<file path="src/rtcc_pkg.sv">
// Purpose: Shared constants for the calendar counters and event registers.
// Assumes: 32-bit classic Wishbone register bus, word aligned.
// Notes: Counter fields are BCD digits; reserved bits read as zero.
package rtcc_pkg;

   ////////////////////////////////////////////////////////////////////////////
   // Register byte offsets.
   localparam logic [7:0] OFS_MONTH_DAY = 8'h00;
   localparam logic [7:0] OFS_YEAR_WEEKDAY = 8'h04;
   localparam logic [7:0] OFS_EVENT_FLAGS = 8'h08;
   localparam logic [7:0] OFS_EVENT_ENABLES = 8'h0C;
   localparam logic [7:0] OFS_STATUS = 8'h10;

   ////////////////////////////////////////////////////////////////////////////
   // Month/day register layout.
   localparam int MON_TENS_BIT = 12;
   localparam int MON_UNITS_LSB = 8;
   localparam int DAY_TENS_LSB = 4;
   localparam int DAY_UNITS_LSB = 0;

   // Year/weekday register layout.
   localparam int WEEKDAY_LSB = 8;
   localparam int YEAR_TENS_LSB = 4;
   localparam int YEAR_UNITS_LSB = 0;

   // Status register layout.
   localparam int STAT_BUSY_BIT = 0;
   localparam int STAT_IRQ_BIT = 1;

   ////////////////////////////////////////////////////////////////////////////
   // Event bit positions, shared by the flag and enable registers.
   localparam int EVT_TRIM_DONE = 15;
   localparam int EVT_SW_ONE_HZ = 14;
   localparam int EVT_SW_TEN_HZ = 13;
   localparam int EVT_SW_HUNDRED_HZ = 12;
   localparam int EVT_ALARM = 8;
   localparam int EVT_DAY_TICK = 7;
   localparam int EVT_HOUR_TICK = 6;
   localparam int EVT_MINUTE_TICK = 5;
   localparam int EVT_SECOND_TICK = 4;
   localparam int EVT_HALF_SECOND = 3;
   localparam int EVT_QUARTER_SECOND = 2;
   localparam int EVT_EIGHTH_SECOND = 1;
   localparam int EVT_THIRTYSECOND = 0;

   // Implemented event bits; bits 11 to 9 are reserved.
   localparam logic [15:0] EVT_IMPL_MASK = 16'hF1FF;

   ////////////////////////////////////////////////////////////////////////////
   // Reset values and BCD limits.
   localparam logic RST_MON_TENS = 1'h0;
   localparam logic [3:0] RST_MON_UNITS = 4'h1;
   localparam logic [1:0] RST_DAY_TENS = 2'h0;
   localparam logic [3:0] RST_DAY_UNITS = 4'h1;
   localparam logic [2:0] RST_WEEKDAY = 3'h0;
   localparam logic [3:0] RST_YEAR_DIGIT = 4'h0;
   localparam logic [3:0] BCD_NINE = 4'h9;
   localparam logic [3:0] BCD_ZERO = 4'h0;
   localparam logic [3:0] BCD_ONE = 4'h1;
   localparam logic [3:0] BCD_TWO = 4'h2;
   localparam logic [2:0] WEEKDAY_LAST = 3'h6;
   localparam logic [7:0] MONTH_FEB = 8'h02;
   localparam logic [7:0] MONTH_APR = 8'h04;
   localparam logic [7:0] MONTH_JUN = 8'h06;
   localparam logic [7:0] MONTH_SEP = 8'h09;
   localparam logic [7:0] MONTH_NOV = 8'h11;
   localparam logic [5:0] DAYS_31 = 6'h31;
   localparam logic [5:0] DAYS_30 = 6'h30;
   localparam logic [5:0] DAYS_29 = 6'h29;
   localparam logic [5:0] DAYS_28 = 6'h28;

endpackage : rtcc_pkg

</file>
<file path="src/rtcc_day_limit.sv">
// Purpose: Last day of the current month as a BCD value.
// Assumes: Month and year digits hold legal BCD values.
// Notes: Purely combinational; a year divisible by four is a leap year.
`timescale 1ns/1ps
module rtcc_day_limit (
   input wire logic month_tens,
   input wire logic [3:0] month_units,
   input wire logic [3:0] year_tens,
   input wire logic [3:0] year_units,
   output logic [5:0] last_day
);

   logic [7:0] month_bcd;
   logic leap;

   // Divisible by four: even tens with units 0/4/8, odd tens with units 2/6.
   assign month_bcd = {3'h0, month_tens, month_units};
   assign leap = year_tens[0] ? (year_units == 4'h2 || year_units == 4'h6)
                              : (year_units[1:0] == 2'h0);

   // Month length selection.
   always_comb begin
      if (month_bcd == rtcc_pkg::MONTH_FEB) begin
         last_day = leap ? rtcc_pkg::DAYS_29 : rtcc_pkg::DAYS_28;
      end else if (month_bcd == rtcc_pkg::MONTH_APR || month_bcd == rtcc_pkg::MONTH_JUN ||
                   month_bcd == rtcc_pkg::MONTH_SEP || month_bcd == rtcc_pkg::MONTH_NOV) begin
         last_day = rtcc_pkg::DAYS_30;
      end else begin
         last_day = rtcc_pkg::DAYS_31;
      end
   end

endmodule : rtcc_day_limit

</file>
<file path="src/rtcc_event_bank.sv">
// Purpose: Sticky event flags, enable bits and the combined interrupt.
// Assumes: Event pulses come from logic on the same clock.
// Notes: A set in the same cycle as a clear keeps the flag set.
`timescale 1ns/1ps
module rtcc_event_bank #(
   parameter int WIDTH = 16,
   parameter logic [WIDTH-1:0] IMPL_MASK = rtcc_pkg::EVT_IMPL_MASK
) (
   input wire logic mclk,
   input wire logic reset_n,
   input wire logic [WIDTH-1:0] event_set,
   input wire logic [WIDTH-1:0] flag_clear,
   input wire logic enable_we,
   input wire logic [WIDTH-1:0] enable_wdata,
   output logic [WIDTH-1:0] flags_q,
   output logic [WIDTH-1:0] enables_q,
   output logic irq
);

   // One flag and one enable per event bit; reserved bits stay zero.
   for (genvar i = 0; i < WIDTH; i++) begin : g_bit
      if (IMPL_MASK[i]) begin : g_impl
         always_ff @(posedge mclk or negedge reset_n) begin
            if (!reset_n) begin
               flags_q[i] <= 1'b0;
            end else begin
               flags_q[i] <= event_set[i] | (flags_q[i] & ~flag_clear[i]);
            end
         end
         always_ff @(posedge mclk or negedge reset_n) begin
            if (!reset_n) begin
               enables_q[i] <= 1'b0;
            end else if (enable_we) begin
               enables_q[i] <= enable_wdata[i];
            end
         end
      end else begin : g_rsvd
         assign flags_q[i] = 1'b0;
         assign enables_q[i] = 1'b0;
      end
   end

   assign irq = |(flags_q & enables_q);

endmodule : rtcc_event_bank

</file>
<file path="src/rtcc_calendar.sv">
// Purpose: Calendar counters and event registers of the real-time clock.
// Assumes: Classic Wishbone slave, 32-bit data; hour carry and events on mclk.
// Notes: Counters advance on each hour counter carry out of the last hour.
//
// Functional notes
// - The month is a one-bit tens and four-bit units BCD count from 1 to 12, read and written by software.
// - The day is a two-bit tens and four-bit units BCD count from 1 to 31, 30, 29 or 28 by month and year.
// - The weekday counts modulo seven from 0 for Sunday to 6 for Saturday.
// - The year is two four-bit BCD digits from 0 to 99, read and written by software.
// - A flag reads one after its event, is cleared by writing one and kept by writing zero.
// - Bit 15 is trim done, bits 14 to 12 the stopwatch 1, 10 and 100 Hz events, bits 11 to 9 reserved as zero.
// - Bits 8 to 0 are alarm, day, hour, minute, second, half, quarter, eighth and 1/32 second events.
// - Enable bits are read and written, one enables, and all flags and enables reset to zero.
// - The hour counter, outside this block, carries into the day counter.
//
// Local design decisions: the Wishbone interface to the registers and the register addresses.
`timescale 1ns/1ps
module rtcc_calendar #(
   parameter int EVT_WIDTH = 16
) (
   input wire logic mclk,
   input wire logic reset_n,
   input wire logic wb_cyc_i,
   input wire logic wb_stb_i,
   input wire logic wb_we_i,
   input wire logic [7:0] wb_adr_i,
   input wire logic [3:0] wb_sel_i,
   input wire logic [31:0] wb_dat_i,
   output logic [31:0] wb_dat_o,
   output logic wb_ack_o,
   input wire logic hour_carry,
   input wire logic counter_busy_flag,
   input wire logic [EVT_WIDTH-1:0] event_pulse,
   output logic irq
);

   ////////////////////////////////////////////////////////////////////////////
   // Declarations.

   logic ack_q;
   logic [31:0] rdata_q;
   logic req;
   logic wr_cycle;
   logic wr_month_day;
   logic wr_year_weekday;
   logic wr_flags;
   logic wr_enables;

   logic month_tens_digit_q;
   logic [3:0] month_units_digit_q;
   logic [1:0] day_tens_digit_q;
   logic [3:0] day_units_digit_q;
   logic [2:0] weekday_count_q;
   logic [3:0] year_tens_digit_q;
   logic [3:0] year_units_digit_q;

   logic [5:0] last_day;
   logic day_at_end;
   logic month_at_end;
   logic year_at_end;

   logic [EVT_WIDTH-1:0] event_set;
   logic [EVT_WIDTH-1:0] flag_clear;
   logic [EVT_WIDTH-1:0] flags_q;
   logic [EVT_WIDTH-1:0] enables_q;

   logic [15:0] month_day_view;
   logic [15:0] year_weekday_view;
   logic [31:0] rdata_d;

   ////////////////////////////////////////////////////////////////////////////
   // Bus slave.

   // A request is live while cycle and strobe are both high.
   assign req = wb_cyc_i & wb_stb_i;

   // Acknowledge one cycle after the request, then drop for one cycle.
   // The registered acknowledge gives every register one fixed wait state.
   // The read mux therefore has a whole cycle to settle before data is caught.
   // A write lands only if the master holds its request through that edge.
   always_ff @(posedge mclk or negedge reset_n) begin
      if (!reset_n) begin
         ack_q <= 1'b0;
      end else begin
         ack_q <= req & ~ack_q;
      end
   end

   // The acknowledge leaves straight from its flip-flop.
   assign wb_ack_o = ack_q;

   // Nothing here blocks a counter write while the busy input is high.
   // Such a write wins over a carry in the same edge, and that carry is lost.
   // Writes land on the edge at which the master samples the acknowledge.
   assign wr_cycle = req & wb_we_i & ack_q;
   assign wr_month_day = wr_cycle && (wb_adr_i == rtcc_pkg::OFS_MONTH_DAY);
   assign wr_year_weekday = wr_cycle && (wb_adr_i == rtcc_pkg::OFS_YEAR_WEEKDAY);
   assign wr_flags = wr_cycle && (wb_adr_i == rtcc_pkg::OFS_EVENT_FLAGS);
   assign wr_enables = wr_cycle && (wb_adr_i == rtcc_pkg::OFS_EVENT_ENABLES);

   ////////////////////////////////////////////////////////////////////////////
   // Calendar carry chain.

   // It is purely combinational, so a date write is seen by the next carry.
   // Month length for the current month and year.
   rtcc_day_limit u_day_limit (
      .month_tens(month_tens_digit_q),
      .month_units(month_units_digit_q),
      .year_tens(year_tens_digit_q),
      .year_units(year_units_digit_q),
      .last_day(last_day)
   );

   // The month moves only when the day wraps.
   // The year moves only when both the day and the month wrap.
   // overflow carry chain.
   assign day_at_end = ({day_tens_digit_q, day_units_digit_q} == last_day);
   assign month_at_end = month_tens_digit_q && (month_units_digit_q == rtcc_pkg::BCD_TWO);
   assign year_at_end = (year_tens_digit_q == rtcc_pkg::BCD_NINE) &&
                        (year_units_digit_q == rtcc_pkg::BCD_NINE);

   ////////////////////////////////////////////////////////////////////////////
   // Day counter; software writes of byte lane 0 take priority over a carry.

   // A day loaded above the month's last day is not repaired here.
   // It runs on until its digits wrap, so software must load legal dates.
   // day BCD count.
   always_ff @(posedge mclk or negedge reset_n) begin
      if (!reset_n) begin
         day_tens_digit_q <= rtcc_pkg::RST_DAY_TENS;
         day_units_digit_q <= rtcc_pkg::RST_DAY_UNITS;
      end else if (wr_month_day && wb_sel_i[0]) begin
         day_tens_digit_q <= wb_dat_i[rtcc_pkg::DAY_TENS_LSB +: 2];
         day_units_digit_q <= wb_dat_i[rtcc_pkg::DAY_UNITS_LSB +: 4];
      end else if (hour_carry) begin
         if (day_at_end) begin
            day_tens_digit_q <= rtcc_pkg::RST_DAY_TENS;
            day_units_digit_q <= rtcc_pkg::BCD_ONE;
         end else if (day_units_digit_q == rtcc_pkg::BCD_NINE) begin
            day_tens_digit_q <= day_tens_digit_q + 2'h1;
            day_units_digit_q <= rtcc_pkg::BCD_ZERO;
         end else begin
            day_units_digit_q <= day_units_digit_q + 4'h1;
         end
      end
   end

   ////////////////////////////////////////////////////////////////////////////
   // Month counter; software writes of byte lane 1.

   // An illegal month loaded by software is not repaired here.
   // It only returns to a legal count through the normal increments.
   // month BCD count.
   always_ff @(posedge mclk or negedge reset_n) begin
      if (!reset_n) begin
         month_tens_digit_q <= rtcc_pkg::RST_MON_TENS;
         month_units_digit_q <= rtcc_pkg::RST_MON_UNITS;
      end else if (wr_month_day && wb_sel_i[1]) begin
         month_tens_digit_q <= wb_dat_i[rtcc_pkg::MON_TENS_BIT];
         month_units_digit_q <= wb_dat_i[rtcc_pkg::MON_UNITS_LSB +: 4];
      end else if (hour_carry && day_at_end) begin
         if (month_at_end) begin
            month_tens_digit_q <= 1'b0;
            month_units_digit_q <= rtcc_pkg::BCD_ONE;
         end else if (month_units_digit_q == rtcc_pkg::BCD_NINE) begin
            month_tens_digit_q <= 1'b1;
            month_units_digit_q <= rtcc_pkg::BCD_ZERO;
         end else begin
            month_units_digit_q <= month_units_digit_q + 4'h1;
         end
      end
   end

   ////////////////////////////////////////////////////////////////////////////
   // Year counter; software writes of byte lane 0.

   // Year 00 counts as a leap year in the day limit logic.
   // year BCD count.
   always_ff @(posedge mclk or negedge reset_n) begin
      if (!reset_n) begin
         year_tens_digit_q <= rtcc_pkg::RST_YEAR_DIGIT;
         year_units_digit_q <= rtcc_pkg::RST_YEAR_DIGIT;
      end else if (wr_year_weekday && wb_sel_i[0]) begin
         year_tens_digit_q <= wb_dat_i[rtcc_pkg::YEAR_TENS_LSB +: 4];
         year_units_digit_q <= wb_dat_i[rtcc_pkg::YEAR_UNITS_LSB +: 4];
      end else if (hour_carry && day_at_end && month_at_end) begin
         if (year_at_end) begin
            year_tens_digit_q <= rtcc_pkg::BCD_ZERO;
            year_units_digit_q <= rtcc_pkg::BCD_ZERO;
         end else if (year_units_digit_q == rtcc_pkg::BCD_NINE) begin
            year_tens_digit_q <= year_tens_digit_q + 4'h1;
            year_units_digit_q <= rtcc_pkg::BCD_ZERO;
         end else begin
            year_units_digit_q <= year_units_digit_q + 4'h1;
         end
      end
   end

   ////////////////////////////////////////////////////////////////////////////
   // Weekday counter; software writes of byte lane 1.

   // The weekday runs free of the date, so software sets it to match.
   // A loaded seven wraps to Sunday on the next carry.
   // weekday modulo seven.
   always_ff @(posedge mclk or negedge reset_n) begin
      if (!reset_n) begin
         weekday_count_q <= rtcc_pkg::RST_WEEKDAY;
      end else if (wr_year_weekday && wb_sel_i[1]) begin
         weekday_count_q <= wb_dat_i[rtcc_pkg::WEEKDAY_LSB +: 3];
      end else if (hour_carry) begin
         if (weekday_count_q >= rtcc_pkg::WEEKDAY_LAST) begin
            weekday_count_q <= rtcc_pkg::RST_WEEKDAY;
         end else begin
            weekday_count_q <= weekday_count_q + 3'h1;
         end
      end
   end

   ////////////////////////////////////////////////////////////////////////////
   // Event flags and enables.

   // The hour carry that rolls the date also marks the day event.
   // Software thus sees the day event without a separate day pulse.
   // day carry feeds day event.
   always_comb begin
      event_set = event_pulse;
      event_set[rtcc_pkg::EVT_DAY_TICK] = event_pulse[rtcc_pkg::EVT_DAY_TICK] | hour_carry;
   end

   // Flag and enable writes use the whole word and ignore the byte selects.
   // write one clears.
   assign flag_clear = wr_flags ? wb_dat_i[EVT_WIDTH-1:0] : '0;

   // Sticky flags, enables and the masked interrupt.
   rtcc_event_bank #(
      .WIDTH(EVT_WIDTH),
      .IMPL_MASK(rtcc_pkg::EVT_IMPL_MASK)
   ) u_event_bank (
      .mclk(mclk),
      .reset_n(reset_n),
      .event_set(event_set),
      .flag_clear(flag_clear),
      .enable_we(wr_enables),
      .enable_wdata(wb_dat_i[EVT_WIDTH-1:0]),
      .flags_q(flags_q),
      .enables_q(enables_q),
      .irq(irq)
   );

   ////////////////////////////////////////////////////////////////////////////
   // Read data.

   // Register views with reserved bits at zero.
   always_comb begin
      month_day_view = 16'h0000;
      month_day_view[rtcc_pkg::MON_TENS_BIT] = month_tens_digit_q;
      month_day_view[rtcc_pkg::MON_UNITS_LSB +: 4] = month_units_digit_q;
      month_day_view[rtcc_pkg::DAY_TENS_LSB +: 2] = day_tens_digit_q;
      month_day_view[rtcc_pkg::DAY_UNITS_LSB +: 4] = day_units_digit_q;
      year_weekday_view = 16'h0000;
      year_weekday_view[rtcc_pkg::WEEKDAY_LSB +: 3] = weekday_count_q;
      year_weekday_view[rtcc_pkg::YEAR_TENS_LSB +: 4] = year_tens_digit_q;
      year_weekday_view[rtcc_pkg::YEAR_UNITS_LSB +: 4] = year_units_digit_q;
   end

   // The status word gives the busy level and the combined interrupt.
   // A poll loop then need not read the flag and enable words.
   // Address decode; an unmapped address reads zero.
   always_comb begin
      rdata_d = 32'h0000_0000;
      case (wb_adr_i)
         rtcc_pkg::OFS_MONTH_DAY: rdata_d[15:0] = month_day_view;
         rtcc_pkg::OFS_YEAR_WEEKDAY: rdata_d[15:0] = year_weekday_view;
         rtcc_pkg::OFS_EVENT_FLAGS: rdata_d[EVT_WIDTH-1:0] = flags_q;
         rtcc_pkg::OFS_EVENT_ENABLES: rdata_d[EVT_WIDTH-1:0] = enables_q;
         rtcc_pkg::OFS_STATUS: begin
            rdata_d[rtcc_pkg::STAT_BUSY_BIT] = counter_busy_flag;
            rdata_d[rtcc_pkg::STAT_IRQ_BIT] = irq;
         end
         default: rdata_d = 32'h0000_0000;
      endcase
   end

   // The word is caught on the taking edge and stands while ack is high.
   // It then holds until the next request is taken.
   // Read data is captured together with the acknowledge.
   always_ff @(posedge mclk or negedge reset_n) begin
      if (!reset_n) begin
         rdata_q <= 32'h0000_0000;
      end else if (req & ~ack_q) begin
         rdata_q <= rdata_d;
      end
   end

   // Read data always comes straight from the capture register.
   assign wb_dat_o = rdata_q;

endmodule : rtcc_calendar

</file>
<file path="config.mk">
export PLATFORM = sky130hd
export DESIGN_NAME = rtcc_calendar
export DESIGN_NICKNAME = d
export VERILOG_FILES = /design/src/rtcc_pkg.sv /design/src/rtcc_day_limit.sv /design/src/rtcc_event_bank.sv /design/src/rtcc_calendar.sv
export SDC_FILE = /design/constraint.sdc
export NUM_CORES = 1
export LEC_CHECK = 0
export ABC_AREA = 1
export BUFFER_PORTS_ARGS = -buffer_cell sky130_fd_sc_hd__buf_2
export CORE_MARGIN = 3
export CORE_UTILIZATION = 57
export CTS_CLUSTER_SIZE = 28
export DETAILED_ROUTE_END_ITERATION = 8
export GPL_ROUTABILITY_DRIVEN = 0
export PLACE_DENSITY_LB_ADDON = 0.08
export SLEW_MARGIN = 25
export SYNTH_ARGS = -nofsm -noshare
export SYNTH_HDL_FRONTEND = slang
export SYNTH_SLANG_ARGS = --single-unit
</file>
<file path="constraint.sdc">
create_clock -name mclk -period 5.25 [get_ports mclk]
set_clock_uncertainty 0.2 [all_clocks]
set_input_delay 0.525 -clock mclk [delete_from_list [all_inputs] [get_ports mclk]]
set_output_delay 0.525 -clock mclk [all_outputs]
set_load 0.05 [all_outputs]
</file>
# Word-level counts from Yosys, hierarchy flattened
# Cells that the tools add are included.
[classes]
order_cmp = 1
n_reduce_logical = 29
eq_ne = 17
addsub = 6
bitwise = 46
mux = 34
[ops]
columns = ["op", "count"]
rows = [
  ["4-bit two-way mux", 16],
  ["14-bit one-hot mux with 4 select lines", 1],
  ["1-bit AND", 17],
  ["4-bit by 1-bit adder with 4-bit output, second input constant", 4],
  ["16-bit AND", 1],
  ["4-bit == test, second input constant", 4],
  ["8-bit by 4-bit == test with 1-bit output, second input constant", 2],
  ["16-bit two-way mux", 1],
  ["16-bit OR reduction", 1],
  ["1-bit inverter", 14],
  ["1-bit bitwise OR", 14],
  ["1-bit logical AND", 12],
  ["5-bit by 3-bit == test with 1-bit output, second input constant", 2],
  ["2-bit one-hot mux with 5 select lines", 1],
  ["3-bit two-way mux", 3],
  ["3-bit nonzero test", 3],
  ["4-bit by 2-bit == test with 1-bit output, second input constant", 2],
  ["8-bit by 3-bit == test with 1-bit output, second input constant", 1],
  ["8-bit by 5-bit == test with 1-bit output, second input constant", 1],
  ["8-bit zero test", 1],
  ["2-bit two-way mux", 4],
  ["2-bit nonzero test", 4],
  ["1-bit two-way mux", 7],
  ["6-bit == test", 1],
  ["other kinds (11)", 16],
]
[word_totals]
input_bits = 67
out_inout_bits = 34
regBits = 65

# Longest topological paths before layout
[depth]
word_depth = 11
mapped_depth = 13
mapped_depth_nobuf = 13

# Hierarchy
# From an unflattened synthesis, not the netlist that was laid out.
[hier_totals]
hier_cells = 574
area_unflattened_um2 = 4424.2
[modules_own_cells]
columns = ["mod", "cells_per_inst", "seq_area_each_um2", "instances", "area_each_um2"]
rows = [
  ["rtcc_calendar", 448, 978.4, 1, 3149.3],
  ["rtcc_event_bank", 102, 650.6, 1, 1138.6],
  ["rtcc_day_limit", 24, 0.0, 1, 136.4],
]

# Worst setup path before layout
# No wires, ideal clock.
[synth_timing]
path_kind = "register to register"
start = "reg ack_q, in the netlist wb_ack_o"
end = "reg weekday_count_q[0]"
n_path_buf = 0
setup_ns = 0.125
arrival_time_ns = 1.754
required_ns = 4.925
stages_incl_launch_ff = 8
setup_slack_ns = 3.171
synth_period_minus_slack_ns = 2.079
cell_sequence = "dfrtp_1 -> nand2_1 -> nor2_1 -> nand3_1 -> nand2_1 -> inv_1 -> a221oi_1 -> inv_1"
[synth_between]
elab_chain_cells = 4
[synth_rtl]
columns = ["element", "line_no", "text"]
rows = [
  ["start: declaration", "rtcc_calendar.sv:40", "logic ack_q;"],
  ["start signal: assignment", "rtcc_calendar.sv:85", "ack_q <= req & ~ack_q;"],
  ["1-bit AND *", "rtcc_calendar.sv:95", "assign wr_cycle = req & wb_we_i & ack_q;"],
  ["1-bit logical AND *", "rtcc_calendar.sv:97", "assign wr_year_weekday = wr_cycle && (wb_adr_i == rtcc_pkg::OFS_YEAR_WEEKDAY);"],
  ["1-bit logical AND *", "rtcc_calendar.sv:208", "end else if (wr_year_weekday && wb_sel_i[1]) begin"],
  ["3-bit two-way mux or 2-bit nonzero test (tied branches)", "n/a", ""],
  ["end signal: assignment", "rtcc_calendar.sv:207", "weekday_count_q <= rtcc_pkg::RST_WEEKDAY;"],
  ["end signal: assignment", "rtcc_calendar.sv:209", "weekday_count_q <= wb_dat_i[rtcc_pkg::WEEKDAY_LSB +: 3];"],
  ["end signal: assignment", "rtcc_calendar.sv:212", "weekday_count_q <= rtcc_pkg::RST_WEEKDAY;"],
  ["end: declaration", "rtcc_calendar.sv:53", "logic [2:0] weekday_count_q;"],
]
# Every way passes the cells marked *; elsewhere a longest branch is shown, timed or not.
# A chain may end at the register's enable or synchronous reset.

# Final worst setup path
[layout_timing]
start = "in wb_adr_i[7]"
end = "reg u_event_bank.enables_q[15]"
[layout_between]
elab_chain_cells = 2
[layout_rtl]
columns = ["element", "line_no", "text"]
rows = [
  ["start: declaration", "rtcc_calendar.sv:26", "input wire logic [7:0] wb_adr_i,"],
  ["8-bit by 4-bit == test with 1-bit output", "rtcc_calendar.sv:99", "assign wr_enables = wr_cycle && (wb_adr_i == rtcc_pkg::OFS_EVENT_ENABLES);"],
  ["1-bit logical AND", "rtcc_calendar.sv:99", ""],
  ["end signal: indexed assignment", "rtcc_event_bank.sv:34", "enables_q[i] <= enable_wdata[i];"],
  ["end: declaration", "rtcc_event_bank.sv:16", "output logic [WIDTH-1:0] enables_q,"],
]
# Every way passes these cells.

==> summary.md <==
| Metric | Value |
|---|---|
| Nets | 626 |
| Initial antenna violation count | 0 |
| Critical Path RT | 5.30 ns |
| Remaining DRCs | 0 |
| Num CTS Buffers | 9 |
| Register bit total from synthesis | 65 |
| Crit share post-route | 47.9% |
| Vias per inst | about 5.5 |
| Mean post-synth cell area | 7.68 um^2 |
| Fmax | 397 MHz |
| NetSw | 501 uW |
| Final setup fails | 0 |
| Initial core utilization | 61.0% |
| Share of layout cells above drive strength 1 | between 10% and 20% |
| Post_cts resized | 0 |
| ANT cells | 0 |
| Post-synth top area share | roughly 42% |
| Hold_ws | 0.133 ns |
| Slew @ Worst Pin | 0.816 ns |
| Mapped Area | 0.00374 mm^2 |
| Clk root buf | clkbuf_8 |
| Final slew viol count | 0 |
| Max_cap viols | 0 |
| Cells after synthesis | 487 |
| Die Ht | 87 um |
| Clk_lat worst skew | between 0.3 and 0.4 ns |
| Synth cell types | 40 |
| Critical path type | in -> reg |
| # fillers | 530 |
| YS warnings | 0 |
| Int Pwr | slightly below 1000 uW |
| Tmin final | 2.52 ns |
| Arr. time, crit path | 2.56 ns |
| Vias | between 3000 and 4000 |
| Site Rows | 28 |
| Dpl hpwl | between 6000 and 7000 um |
| Gr usage total | 26.8% |
| Slew margin rel. | 45.6% |
| CP Launch Type | input port |
| Hold_buf cts | 0 |
| DIE AREA | 0.00757 mm^2 |
| Area growth, synth to finish | 14.5% |
| Switching share of power | 34.2% |
| Vias in the first global route | around 3300 |
| First-pass GRT wire length | 15500 um |
| IO Count | slightly above 100 |
| Logic pwr share | around a quarter |
| Total negative setup slack | 0 ns |
| Initial DRC count | 236 |
| Leak pwr | 0.00230 uW |
| Final Hold Viols | 0 |
| # port buffers | 63 |
| GR Overflow Total | 0 |
| Routed Antenna Nets | 0 |
| Reg power frac | 42.2% |
| Num Clock Sinks | between 60 and 70 |
| Area leader, netlist | dfrtp_1 |
| Post-CTS Setup Bufs | 0 |
| Outcome | finished, final reports clean |
| Seq/Total Area, Yosys | 43.6% |
| Hold/Removal Path Class | in -> async |
| Power per Cell Area | 342 mW/mm^2 |
| Worst setup EP type | register |
| Clock share of power | 33.6% |
| CTS Buffer Depth | 2 |
| Clk slew on worst S/H paths | 0.08 ns |
| Placed inst area | 0.00406 mm^2 |
| Top post-synthesis cells by area | dfrtp_1 (42%), nand2_1 (13%), o21ai_0 (7.0%), inv_1 (6.6%), nand3_1 (3.2%) |
| Core area | 0.00613 mm^2 |
| Design Area, Final | 0.00428 mm^2 |
| Die width | 87 um |
| Average wire per cell in the routed design | between 10 and 15 um |
| CTS H-tree depth | 3 |
| DRT Wirelength | 9440 um |
| VDD IR-drop max | 245 uV |
| Largest net degree at the start of global routing | 66 |
| TritonCTS clock tree | done |
| Unrepaired setup endpoints after global routing | no |
| Crit-path max FO | 26 |
| First-pass iteration count of the detailed router | 6 |
cell families (layout without fill, tap and decap cells):
logic type                 Yosys count  after routing  share of synthesized area, %
adders and majority gates            6              6                          2.01
other                                1             16                         0.100
AOI/OAI and AO/OA                  103            103                          16.6
DFF                                 65             65                          43.6
xor gates and xnor gates             7              7                          1.64
buffers and inverters               96            152                          11.5
and+or+nand+nor                    209            209                          24.5
metal layers:
layer	part of all wire (%)	track usage [%]
met1	43	35.8
met2	47	42.9
met3	7.5	4.54
met4	2.5	11.5
met5	0	0
worst paths after layout:
| kind | startpoint | slack, ns | endpoint | cells past startpoint |
|---|---|---|---|---|
| max in group asynchronous | reset_n | 4.17 | year_units_digit_q[2]$_DFFE_PN0P_ | 2 |
| max reg2reg | wb_ack_o$_DFF_PN0_ | 2.79 | year_units_digit_q[1]$_DFFE_PN0P_ | 9 |
| max | wb_adr_i[7] | 2.73 | u_event_bank.enables_q[15]$_DFFE_PN0P_ | 8 |
| min | reset_n | 0.13 | month_units_digit_q[3]$_DFFE_PN0P_ | 2 |
| min reg2reg | wb_dat_o[12]$_DFFE_PN0P_ | 0.27 | wb_dat_o[12]$_DFFE_PN0P_ | 2 |
| min in group mclk | event_pulse[14] | 0.15 | u_event_bank.flags_q[14]$_DFF_PN0_ | 3 |
Yosys cell counts (all sizes together):
cell    instances
a31o            1
inv            71
nand4           4
nand2         135
a21oi           7
a21o            1
nor2           35
dfstp           2
ha              6
a221oi          6
o22ai          14
o21bai          7
conb            1
o221ai          1
nand3b          1
xnor2           1
o21ai          58
buf            20
o211ai          1
xor2            6
nor4            1
nor3            3
nand3          30
a22o            3
o31ai           4
dfrtp          63
clkbuf          5
cell usage in the layout (no fill, tap or decap), types with 3 or more instances in the layout:
master / count
o21ai_0: 52
nor2_2: 3
o21ai_1: 4
ha_1: 6
o31ai_1: 4
nor2_1: 30
o22ai_1: 14
dfrtp_1: 63
nand4_1: 4
conb_1: 16
nand2_1: 133
o21bai_1: 7
xor2_1: 6
inv_1: 66
clkbuf_8: 10
buf_2: 63
a21oi_1: 7
nand3_1: 24
a22o_1: 3
nand3_2: 5
inv_2: 5
a221oi_1: 6
state kept, by name, indices dropped and copies added (netlist names):
name,cells
u_event_bank.flags_q,13
weekday_count_q,3
year_tens_digit_q,4
wb_ack_o,1
wb_dat_o,16
month_units_digit_q,4
month_tens_digit_q,1
day_units_digit_q,4
year_units_digit_q,4
u_event_bank.enables_q,13
day_tens_digit_q,2
critical path, stage by stage:
cell     delay [ns]
buf_2          0.10
nor2_1         0.12
nand2_1        0.16
inv_1          0.12
nand4_1        0.18
inv_1          0.38
nand2_1        0.57
o21ai_0        0.40
power by group through the flow:
stage	Combinational [uW]	Sequential, uW	Clock [uW]
6_report	355	618	493
5_1_grt	403	626	519
4_1_cts	355	617	495
3_5_place_dp	352	626	0
3_3_place_gp	335	623	0
2_1_floorplan	266	620	0
area by class of cell:
cell class                      instances  area, um^2  area share, %
Timing Repair Buffer                   65         330           7.71
Tap cell                               75        93.8           2.19
Sequential cell                        65        1630           38.0
Inverter                               71         267           6.22
Clock buffer                           10         138           3.21
Multi-Input combinational cell        341        1740           40.5
Clock inverter                          6        90.1           2.10
per-stage QoR:
stage | worst slack (ns) | utilization, % | cells | power [uW]
6_report | 2.73 | 69.9 | 633 | 1470
5_1_grt | 2.56 | 69.9 | 633 | 1550
3_5_place_dp | 2.42 | 66.1 | 617 | 978
4_1_cts | 2.76 | 69.9 | 633 | 1470
3_3_place_gp | 2.54 | 66.1 | 617 | 958
2_1_floorplan | 3.17 | - | 502 | 886
Power figures use the tool's default switching activity.
